**config.mk**
```make
export PLATFORM = sky130hd
export DESIGN_NAME = wdc_top
export DESIGN_NICKNAME = d
export VERILOG_FILES = /design/src/verilog/wdc_pkg.sv /design/src/verilog/wdc_sync.sv /design/src/verilog/wdc_ahb_slave.sv /design/src/verilog/wdc_top.sv
export SDC_FILE = /design/constraint.sdc
export NUM_CORES = 1
export LEC_CHECK = 0
export BUFFER_PORTS_ARGS = -buffer_cell sky130_fd_sc_hd__buf_2
export CORE_ASPECT_RATIO = 1.5
export CORE_UTILIZATION = 40
export CTS_CLUSTER_SIZE = 24
export DETAILED_ROUTE_END_ITERATION = 8
export GPL_ROUTABILITY_DRIVEN = 0
export PLACE_DENSITY = 0.7
export SYNTH_ARGS = -nofsm -noshare
export SYNTH_HDL_FRONTEND = slang
export SYNTH_SLANG_ARGS = --single-unit
```
**constraint.sdc**
```tcl
create_clock -name I_REF_CLK -period 1.92 [get_ports I_REF_CLK]
set_input_delay 0.288 -clock I_REF_CLK [delete_from_list [all_inputs] [get_ports I_REF_CLK]]
set_output_delay 0.288 -clock I_REF_CLK [all_outputs]
set_load 0.05 [all_outputs]
```
**src/verilog/wdc_pkg.sv**
```systemverilog
/*
 * shared constants and carrier types for the watchdog downcounter block.
 * assumes one 250 mhz clock and a single ahb-lite master on the bus.
 */
package wdc_pkg;

    // ------------------------------------------------------------------
    // register map
    // ------------------------------------------------------------------
    localparam logic [7:0] WDC_CNT_CTRL_OFS   = 8'hd8;
    localparam logic [7:0] WDC_OPT_OFS        = 8'hdc;
    localparam logic [7:0] WDC_STAT_OFS       = 8'he0;
    localparam logic [7:0] WDC_CNT_CTRL_RST   = 8'hfe;
    localparam int         WDC_ACT_BIT        = 0;
    localparam int         WDC_SOFT_RESET_BIT = 1;
    localparam int         WDC_OPT_HW_BIT     = 0;
    localparam int         WDC_OPT_STOP_BIT   = 1;

    // ------------------------------------------------------------------
    // timing
    // ------------------------------------------------------------------
    localparam int         WDC_CLK_DIV        = 12;
    localparam logic [3:0] WDC_DIV_LAST       = 4'(WDC_CLK_DIV - 1);
    // second stage: 12 x 256 gives the 3072-cycle step of one count
    localparam int         WDC_PRE_DIV        = 256;
    localparam logic [7:0] WDC_PRE_LAST       = 8'(WDC_PRE_DIV - 1);
    localparam int         WDC_CNT_W          = 7;
    localparam int         WDC_STAB_CYC       = 2048;
    localparam logic [11:0] WDC_STAB_LAST     = 12'(WDC_STAB_CYC - 1);

    // ------------------------------------------------------------------
    // ahb-lite codes
    // ------------------------------------------------------------------
    localparam logic [1:0] WDC_HTRANS_NONSEQ  = 2'h2;
    localparam logic [1:0] WDC_HTRANS_SEQ     = 2'h3;

    typedef struct packed {
        logic        sel;
        logic [31:0] haddr;
        logic [1:0]  htrans;
        logic        hwrite;
        logic        hready;
    } wdc_ahb_req_t;

    typedef struct packed {
        logic       valid;
        logic [7:0] addr;
        logic       write;
    } wdc_acc_t;

    typedef enum logic [2:0] {
        WDC_RUN   = 3'b001,
        WDC_HOLD  = 3'b010,
        WDC_RESET = 3'b100
    } wdc_state_t;

endpackage

```
**src/verilog/wdc_sync.sv**
```systemverilog
/*
 * three-stage synchroniser with agreement filter for a pin input.
 * assumes the pin is asynchronous to the clock.
 */
`timescale 1ns/1ns
module wdc_sync (
    input  wire logic i_clk,
    input  wire logic i_rst_n,
    input  wire logic i_async,
    input  wire logic i_rst_val,
    output logic      o_level
);
    logic s1_reg;
    logic s2_reg;
    logic s3_reg;
    logic lvl_reg;

    // first stage feeds the second and nothing else
    always_ff @(posedge i_clk or negedge i_rst_n) begin
        if (!i_rst_n) begin
            s1_reg <= 1'b0;
            s2_reg <= 1'b0;
            s3_reg <= 1'b0;
        end else begin
            s1_reg <= i_async;
            s2_reg <= s1_reg;
            s3_reg <= s2_reg;
        end
    end

    // a change counts once stages two and three agree
    always_ff @(posedge i_clk or negedge i_rst_n) begin
        if (!i_rst_n) begin
            lvl_reg <= 1'b0;
        end else if (s2_reg == s3_reg) begin
            lvl_reg <= s3_reg;
        end
    end

    assign o_level = lvl_reg;
endmodule

```
**src/verilog/wdc_ahb_slave.sv**
```systemverilog
/*
 * ahb-lite slave front end: captures the address phase, zero wait states.
 * assumes single word transfers; response is always okay.
 */
`timescale 1ns/1ns
module wdc_ahb_slave
    import wdc_pkg::*;
(
    input  wire logic         i_clk,
    input  wire logic         i_rst_n,
    input  wire wdc_ahb_req_t i_req,
    output wdc_acc_t          o_acc,
    output logic              o_hreadyout,
    output logic              o_hresp
);
    wdc_acc_t acc_reg;
    logic     take;

    assign take = i_req.sel && i_req.hready &&
                  (i_req.htrans == WDC_HTRANS_NONSEQ ||
                   i_req.htrans == WDC_HTRANS_SEQ);

    always_ff @(posedge i_clk or negedge i_rst_n) begin
        if (!i_rst_n) begin
            acc_reg <= '0;
        end else if (i_req.hready) begin
            acc_reg.valid <= take;
            acc_reg.addr  <= i_req.haddr[7:0];
            acc_reg.write <= i_req.hwrite;
        end
    end

    assign o_acc       = acc_reg;
    assign o_hreadyout = 1'b1;
    assign o_hresp     = 1'b0;
endmodule

```
**src/verilog/wdc_top.sv**
```systemverilog
/*
 * watchdog downcounter: 7-bit reloadable counter behind ahb-lite.
 * assumes the option and stop-request pins are asynchronous straps/levels,
 * and that o_MCU_RST_N drives the chip reset and is fed back to I_RST_N
 * through the system's own reset tree.
 */
`timescale 1ns/1ns
module wdc_top
    import wdc_pkg::*;
(
    input  wire logic        I_REF_CLK,
    input  wire logic        I_RST_N,
    input  wire logic        I_HSEL,
    input  wire logic [31:0] I_HADDR,
    input  wire logic [1:0]  I_HTRANS,
    input  wire logic        I_HWRITE,
    input  wire logic [2:0]  I_HSIZE,
    input  wire logic [31:0] I_HWDATA,
    input  wire logic        I_HREADY,
    input  wire logic        I_HW_OPTION,
    input  wire logic        I_STOP_REQ,
    output logic [31:0]      O_HRDATA,
    output logic             O_HREADYOUT,
    output logic             O_HRESP,
    output logic             O_MCU_RST_N,
    output logic             O_OSC_STOP,
    output logic             O_ACTIVE
);
    // ------------------------------------------------------------------
    // bus front end
    // ------------------------------------------------------------------
    wdc_ahb_req_t ahb_req;
    wdc_acc_t     acc;
    logic         hw_opt;
    logic         stop_lvl;

    assign ahb_req.sel    = I_HSEL;
    assign ahb_req.haddr  = I_HADDR;
    assign ahb_req.htrans = I_HTRANS;
    assign ahb_req.hwrite = I_HWRITE;
    assign ahb_req.hready = I_HREADY;

    wdc_ahb_slave u_slave (
        .i_clk       (I_REF_CLK),
        .i_rst_n     (I_RST_N),
        .i_req       (ahb_req),
        .o_acc       (acc),
        .o_hreadyout (O_HREADYOUT),
        .o_hresp     (O_HRESP)
    );

    wdc_sync u_sync_hw (
        .i_clk     (I_REF_CLK),
        .i_rst_n   (I_RST_N),
        .i_async   (I_HW_OPTION),
        .i_rst_val (1'b0),
        .o_level   (hw_opt)
    );

    wdc_sync u_sync_stop (
        .i_clk     (I_REF_CLK),
        .i_rst_n   (I_RST_N),
        .i_async   (I_STOP_REQ),
        .i_rst_val (1'b0),
        .o_level   (stop_lvl)
    );

    // ------------------------------------------------------------------
    // state
    // ------------------------------------------------------------------
    logic [3:0]           div_reg;
    logic [WDC_CNT_W-1:0] cnt_reg;
    logic                 act_reg;
    logic [11:0]          stab_reg;
    logic                 osc_stop_reg;
    logic [7:0]           rdata_reg;
    wdc_state_t           state_reg;
    wdc_state_t           state_next;

    logic       tick;
    logic       div_wrap;
    logic [7:0] pre_reg;
    logic [6:0] cnt_rev;
    logic       wr_ctrl;
    logic       active;
    logic       timeout;
    logic       soft_rst;
    logic [7:0] wbyte;
    logic [7:0] ctrl_view;

    assign wbyte   = I_HWDATA[7:0];
    assign wr_ctrl = acc.valid && acc.write &&
                     (acc.addr == WDC_CNT_CTRL_OFS) && (state_reg == WDC_RUN);

    assign active = act_reg || hw_opt;

    assign div_wrap = (div_reg == WDC_DIV_LAST) && !osc_stop_reg;

    always_ff @(posedge I_REF_CLK or negedge I_RST_N) begin
        if (!I_RST_N) begin
            div_reg <= '0;
        end else if (osc_stop_reg) begin
            div_reg <= div_reg;
        end else if (div_wrap) begin
            div_reg <= '0;
        end else begin
            div_reg <= div_reg + 4'h1;
        end
    end

    // prescale so one count is 3072 cycles
    assign tick = div_wrap && (pre_reg == WDC_PRE_LAST);

    always_ff @(posedge I_REF_CLK or negedge I_RST_N) begin
        if (!I_RST_N) begin
            pre_reg <= '0;
        end else if (div_wrap) begin
            pre_reg <= pre_reg + 8'h01;
        end
    end

    // end of count when bit 6 falls
    assign timeout = active && tick && (state_reg == WDC_RUN) &&
                     cnt_reg[WDC_CNT_W-1] && !cnt_reg[WDC_CNT_W-2] &&
                     (cnt_reg[WDC_CNT_W-3:0] == '0);

    assign soft_rst = wr_ctrl && !wbyte[WDC_SOFT_RESET_BIT];

    // ------------------------------------------------------------------
    // counter
    // ------------------------------------------------------------------
    // reset loads 0xfe view
    always_ff @(posedge I_REF_CLK or negedge I_RST_N) begin
        if (!I_RST_N) begin
            cnt_reg <= '1;
        end else if (state_reg != WDC_RUN) begin
            cnt_reg <= '1;
        end else if (wr_ctrl) begin
            cnt_reg <= {<<{wbyte[7:1]}};
        end else if (tick) begin
            cnt_reg <= cnt_reg - 7'h01;
        end
    end

    always_ff @(posedge I_REF_CLK or negedge I_RST_N) begin
        if (!I_RST_N) begin
            act_reg <= 1'b0;
        end else if (state_reg != WDC_RUN) begin
            act_reg <= 1'b0;
        end else if (wr_ctrl && wbyte[WDC_ACT_BIT]) begin
            act_reg <= 1'b1;
        end
    end

    // stop acts as wait under hw
    always_ff @(posedge I_REF_CLK or negedge I_RST_N) begin
        if (!I_RST_N) begin
            osc_stop_reg <= 1'b0;
        end else begin
            osc_stop_reg <= stop_lvl && !active && (state_reg == WDC_RUN);
        end
    end

    // ------------------------------------------------------------------
    // reset sequencer
    // ------------------------------------------------------------------
    always_comb begin
        state_next = state_reg;
        case (state_reg)
            WDC_RUN: begin
                if (timeout || soft_rst) begin
                    state_next = WDC_RESET;
                end
            end
            WDC_RESET: begin
                state_next = WDC_HOLD;
            end
            WDC_HOLD: begin
                if (stab_reg == WDC_STAB_LAST) begin
                    state_next = WDC_RUN;
                end
            end
            default: begin
                state_next = WDC_RUN;
            end
        endcase
    end

    always_ff @(posedge I_REF_CLK or negedge I_RST_N) begin
        if (!I_RST_N) begin
            state_reg <= WDC_RUN;
        end else begin
            state_reg <= state_next;
        end
    end

    always_ff @(posedge I_REF_CLK or negedge I_RST_N) begin
        if (!I_RST_N) begin
            stab_reg <= '0;
        end else if (state_reg == WDC_HOLD) begin
            stab_reg <= stab_reg + 12'h001;
        end else begin
            stab_reg <= '0;
        end
    end

    // ------------------------------------------------------------------
    // read path
    // ------------------------------------------------------------------
    // counter lsb shows in bit 7
    always_comb begin
        for (int i = 0; i < WDC_CNT_W; i++) begin
            cnt_rev[i] = cnt_reg[WDC_CNT_W-1-i];
        end
    end

    assign ctrl_view = {cnt_rev, active};

    // the write lands one cycle late, so a read right after still sees the old value
    always_ff @(posedge I_REF_CLK or negedge I_RST_N) begin
        if (!I_RST_N) begin
            rdata_reg <= '0;
        end else if (I_HSEL && I_HREADY && !I_HWRITE && I_HTRANS[1]) begin
            case (I_HADDR[7:0])
                WDC_CNT_CTRL_OFS: rdata_reg <= ctrl_view;
                WDC_OPT_OFS: rdata_reg <= {6'h00, stop_lvl, hw_opt};
                WDC_STAT_OFS: rdata_reg <= {7'h00, osc_stop_reg};
                default: rdata_reg <= 8'h00;
            endcase
        end
    end

    assign O_HRDATA    = {24'h000000, rdata_reg};
    assign O_MCU_RST_N = (state_reg == WDC_RUN);
    assign O_OSC_STOP  = osc_stop_reg;
    assign O_ACTIVE    = active;
endmodule

```
==> results.cfg, run 1 <==
[status]
status = finished clean

[yosys]
synth_cell_types = 50
seq_area_frac_synth_pct = 52.6
yosysTopAreaCell = dfrtp_1
synth_area_um2 = 2970
syn-instance-count = 270
synth.area.top_cells = dfrtp_1, dfstp_2, buf_4
synth_edf_count = 0
synth-adder-area-share_pct = 2.36
synth_common_cells = dfrtp_1, buf_4, nor2_1, nand2_1, xnor2_1
yosys_warnings = 0
async_reset_ff_share_pct = 100
synth-seq-cells = 62
syn_avg_cell_area_um2 = 11.0
synth_xor_xnor_area_share_pct = 5.90
yosysMostFrequentCell = dfrtp_1
synth_compound_area_share_pct = 7.50
synthSimpleGateAreaFrac_pct = 17.4
yosysTopAreaCellShare_pct = 45.5
synth.area.mux_share_pct = 5.18
ys.flop_type = dfrtp_1
synth_top_family_by_area = simple AND/OR/NAND/NOR gates

[drt]
dr.pass1.iters = 4
first_iter_violations = 152
wl_mm = 5.77
drc = 0
via_per_inst = 4.83
via_count = 2109
antenna_left = 0
wl_per_cell_um = 13.2

[timing]
slew_viol_final = 0
min_period_over_period_pct = 95.5
finalSetupViolCount = 0
worst_slack_ns = 0.0864
finClkSkew_ns = 0.00918
period_minus_slack_ns = 1.83
slew_headroom_pct = 63.0
worstMarginPinSlew_ns = 0.550
hold_violations = 0
final.setup.tns_ns = 0
worst_hold_slack_ns = 0.0586
fmax_mhz = 545

[cts]
cts_sinks = 62
numCtsBuffers = 9
cts_tree = built
worstSkewPairLatency_ns = 0.34
root_buffer = clkbuf_8
htree_levels = 3
clk_pin_slew_worst_paths_ns = 0.07
cts_buffer_depth = 2

[global_route]
grt_util_met1_pct = 19.5
grt_pass1_wl_mm = 9.69
overflow = 0
grt_busiest_layer = met2
antenna_found_initial = 0
grt_usage_pct = 16.3
grt_start_max_net_pins = 63
met2_usage_pct = 27.5
grtUsageMet3_pct = 4.49
grt_pass1_vias = 2113

[setup_path]
critPathLaunchType = flop
slowest_delay_ns = 0.45
crit_arrival_ns = 2.11
crit_cells = 6
critical_path.top_delay_family = simple AND/OR/NAND/NOR gates
endpoint_kind = flop
worstRegToRegCells = 6
path_buf_inv = 0
critical_path_class = flop to flop
crit_slowest_cell = or4_4
cp_max_fo = 3
path_cells = ha_4 -> and4bb_2 -> nand2_2 -> or4_4 -> o32ai_4 -> and2_1
critPathRequiredTime_ns = 2.20

[finish]
largest_register_ffs = 12
diodes = 0
nNetsFinal = 412
multi_input_area_um2 = 1290
seqCellArea_um2 = 1560
area_growth_pct = 21.8
drive_above_1_share_pct = 32.3
postLayoutCoreUtil_pct = 50.0
design_area_um2 = 3620
layoutNonFillerInstCount = 437
nFillCells = 688

[worst_hold_path]
min_path_cells = 1
hold_path.class = primary input to flop

[floorplanning]
core_um2 = 7230
fp.dieW_um = 72.3
ios = 113
die-area_um2 = 7780
initial_utilization_pct = 41.1
rows = 38
die_h_um = 108

[placed_design]
place_area_um2 = 3310
dp.cells = 419
dpl_worst_slack_ns = -0.0703
port_buffers = 34
detailed_place_hpwl_mm = 4.05

[job]
drv_cap = 0

[power]
irDropWorstVdd_mv = 0.720
p_leak_nw = 1.68
finalPower_mw = 3.42
powerDensity_nw_per_um2 = 947
==> logic make-up after synthesis <==
family                   after synthesis
adder cells (fa/ha/maj)                6
flip-flops                            62
other                                  2
buffers and inverters                 41
AND/OR/NAND/NOR                       92
XOR/XNOR                              20
AO/OA/AOI/OAI                         33
multiplexers                          14
==> placed cells by master, fill, tap and decap left out, drive strengths merged, types with 9 or more instances in the layout <==
cell / synthesis / layout
clkbuf: 4 / 9
xnor2: 12 / 12
nand2: 18 / 18
inv: 9 / 10
conb: 2 / 26
o21ai: 12 / 12
mux2: 11 / 11
dfrtp: 54 / 54
buf: 27 / 57
nor2: 24 / 24
==> area by class of cell <==
type,instances,area share (%)
multi-input cells,191,35.7
well taps,100,3.46
clock buffers,9,3.43
clock inverters,7,2.70
inverters,10,1.07
flip-flops and latches,62,43.2
repair buffers,58,10.4
==> final timing paths <==
path / start / slack, ns / end
max: div_reg[1] / 0.09 / state_reg[2]
min: I_STOP_REQ / 0.06 / u_sync_stop.s1_reg
max reg2reg: div_reg[1] / 0.09 / state_reg[2]
min reg2reg: u_sync_hw.s1_reg / 0.35 / u_sync_hw.s2_reg
max in group asynchronous: I_RST_N / 1.12 / cnt_reg[2]
min in group asynchronous: I_RST_N / 0.48 / stab_reg[5]
==> worst reg2reg max path: cells and delay by family, from the launching register on <==
family / cells / cell delay (ns)
adders and majority gates: 1 / 0.17
AOI/OAI and AO/OA: 1 / 0.29
and+or+nand+nor: 4 / 0.93
DFF: 1 / 0.40
==> routing by layer <==
layer / routed length, um / vias to the layer above / share of wire [%]
li1: - / 1015 / -
met1: 2470 / 1043 / 43
met2: 3010 / 45 / 52
met3: 224 / 6 / 3.9
met4: 68 / 0 / 1.2
met5: 0 / - / 0
==> where the power goes <==
part / internal [mW] / switching (mW) / leakage [nW]
Combinational: 0.292 / 0.340 / 0.792
Clock: 0.734 / 0.534 / 0.106
Sequential: 1.42 / 0.104 / 0.786
Total: 2.45 / 0.977 / 1.68
==> what timing repair did <==
action | in CTS | in global routing
endpoints found under the setup margin | 3 | 5
buffers inserted | 0 | 1
resized for setup | 8 | 8
hold buffers | 1 | 0
hold endpoints to repair | 54 | 0
cloned | 0 | 0
pin swaps | 0 | 3
Note: power is estimated with default switching activity, not from simulation.
==> run 2, diff against run 1 <==
--- a/config.mk
+++ b/config.mk
@@ -5,13 +5,14 @@
 export SDC_FILE = /design/constraint.sdc
 export NUM_CORES = 1
 export LEC_CHECK = 0
+export ABC_AREA = 1
 export BUFFER_PORTS_ARGS = -buffer_cell sky130_fd_sc_hd__buf_2
 export CORE_ASPECT_RATIO = 1.5
 export CORE_UTILIZATION = 40
 export CTS_CLUSTER_SIZE = 24
 export DETAILED_ROUTE_END_ITERATION = 8
 export GPL_ROUTABILITY_DRIVEN = 0
-export PLACE_DENSITY = 0.7
+export PLACE_DENSITY = 0.69
 export SYNTH_ARGS = -nofsm -noshare
 export SYNTH_HDL_FRONTEND = slang
 export SYNTH_SLANG_ARGS = --single-unit
==> run 2 against run 1 <==
Against the previous run:
- cell count rose by 19%
- die area rose by 9.2%
- non-clock buffer count fell by 20
- combinational power rose by 23%
- total power rose by 21%
- first-iteration DRC count fell by 24%
- largest cell class unchanged
==> results.cfg, run 2 <==
[power]
irDropWorstVdd_mv = 0.500
powerDensity_nw_per_um2 = 1100
p_leak_nw = 1.94
finalPower_mw = 4.15

[drt]
wl_per_cell_um = 11.4
wl_mm = 5.91
drc = 0
dr.pass1.iters = 4
antenna_left = 0
via_count = 2425
via_per_inst = 4.66
first_iter_violations = 115

[finish]
drive_above_1_share_pct = 21.5
diodes = 0
area_growth_pct = 15.9
nNetsFinal = 493
mostFrequentLayoutCells = nand2_1, dfrtp_1, inv_1
largest_register_ffs = 12
final_common_cell = nand2_1
nFillCells = 729

[timing]
final.setup.tns_ns = 0
grt_setup_unrepaired = no
finalSetupViolCount = 0
hold_violations = 0
fmax_mhz = 547
slew_viol_final = 0
finClkSkew_ns = 0.00893
period_minus_slack_ns = 1.83
min_period_over_period_pct = 95.2

[floorplanning]
die_h_um = 112
die-area_um2 = 8500
rows = 39
fp.dieW_um = 75.6
core_um2 = 7760
initial_utilization_pct = 41.9
ios = 113

[status]
status = finished clean

[yosys]
yosysTopAreaCellShare_pct = 41.6
synth_cell_types = 35
synth-seq-cells = 62
synth_edf_count = 0
yosysMostFrequentCell = nand2_1
seq_area_frac_synth_pct = 48.1
syn_avg_cell_area_um2 = 8.78
synth_area_um2 = 3250
yosys_warnings = 0
yosysTopAreaCell = dfrtp_1
ys.flop_type = dfrtp_1
syn-instance-count = 370
synth_common_cells = nand2_1, dfrtp_1, inv_1, nor2_1, buf_4
async_reset_ff_share_pct = 100
synth.area.top_cells = dfrtp_1, nand2_1, dfstp_2

[global_route]
antenna_found_initial = 0
grt_start_max_net_pins = 63
grt_pass1_vias = 2356
grt_usage_pct = 15.9
overflow = 0
grt_pass1_wl_mm = 10.1

[setup_path]
critPathRequiredTime_ns = 1.63
endpoint_kind = primary output
crit_arrival_ns = 1.54
critical_path_class = flop to primary output
cp_max_fo = 6
critPathLaunchType = flop

[worst_hold_path]
hold_path.class = primary input to flop

[cts]
worstSkewPairLatency_ns = 0.33
cts_buffer_depth = 2
clk_pin_slew_worst_paths_ns = 0.05
htree_levels = 3
numCtsBuffers = 9
hold_buffers = 1
root_buffer = clkbuf_16
cts_tree = built
cts_sinks = 62
cts_resized = 0
cts_setup_buffers = 0

[placed_design]
detailed_place_hpwl_mm = 4.40
port_buffers = 34

[job]
drv_cap = 0
run 2: kinds of logic after synthesis:
group,synth area share (%)
and+or+nand+nor,28.9
xor gates and xnor gates,4.04
buffers and inverters,11.7
other,0.231
AOI/OAI and AO/OA,3.54
muxes,1.39
adders and majority gates,2.16
DFF,48.1
run 2: report_power, final:
group          internal [mW]  switching, mW
Clock                   1.11          0.531
Combinational          0.268          0.507
Sequential              1.55          0.188
Total                   2.92           1.23
run 2: area by class of cell:
class                   instances  area [um2]  area share [%]
inverters                      41         156            4.15
repair buffers                 38         215            5.71
flip-flops and latches         62        1560            41.4
well taps                     102         128            3.39
clock buffers                  15         278            7.37
multi-input cells             261        1400            37.1
clock inverters                 1        30.0           0.797
run 2: stage by stage:
step | worst slack (ns) | utilization, % | area (um2) | hold slack, ns | std cells
floorplan | 0.447 | - | 3340 | -0.00759 | 394
global placement | 0.406 | 44.5 | 3450 | 0.318 | 503
detailed placement | 0.368 | 44.5 | 3450 | 0.325 | 503
CTS | 0.0798 | 48.6 | 3770 | 0.0547 | 520
global route | 0.0380 | 48.6 | 3770 | 0.0530 | 520
finish | 0.0915 | 48.6 | 3770 | 0.0643 | 520
run 2: worst paths after layout:
path	start	cells after the start	slack, ns	to
min in group asynchronous	I_RST_N	3	0.49	u_slave.o_acc[5]
max reg2reg	state_reg[0]	7	0.36	cnt_reg[2]
min	I_STOP_REQ	1	0.06	u_sync_stop.s1_reg
max	state_reg[0]	3	0.09	O_MCU_RST_N
max in group asynchronous	I_RST_N	3	1.10	cnt_reg[0]
min reg2reg	u_sync_stop.s1_reg	0	0.35	u_sync_stop.s2_reg
run 2: worst max-delay path: stages (launching register included):
cell and delay (ns):
dfstp_2 0.54, inv_2 0.05, nor3_4 0.29, buf_2 0.34
run 2: layer usage:
metal  vias to the layer above  track usage [%]  part of all wire, %
met4                         0             7.53                  2.3
met1                      1139             17.6                   41
met2                        54             27.0                   53
li1                       1217                -                    -
met3                        15             4.85                  3.6
met5                         -                0                    0
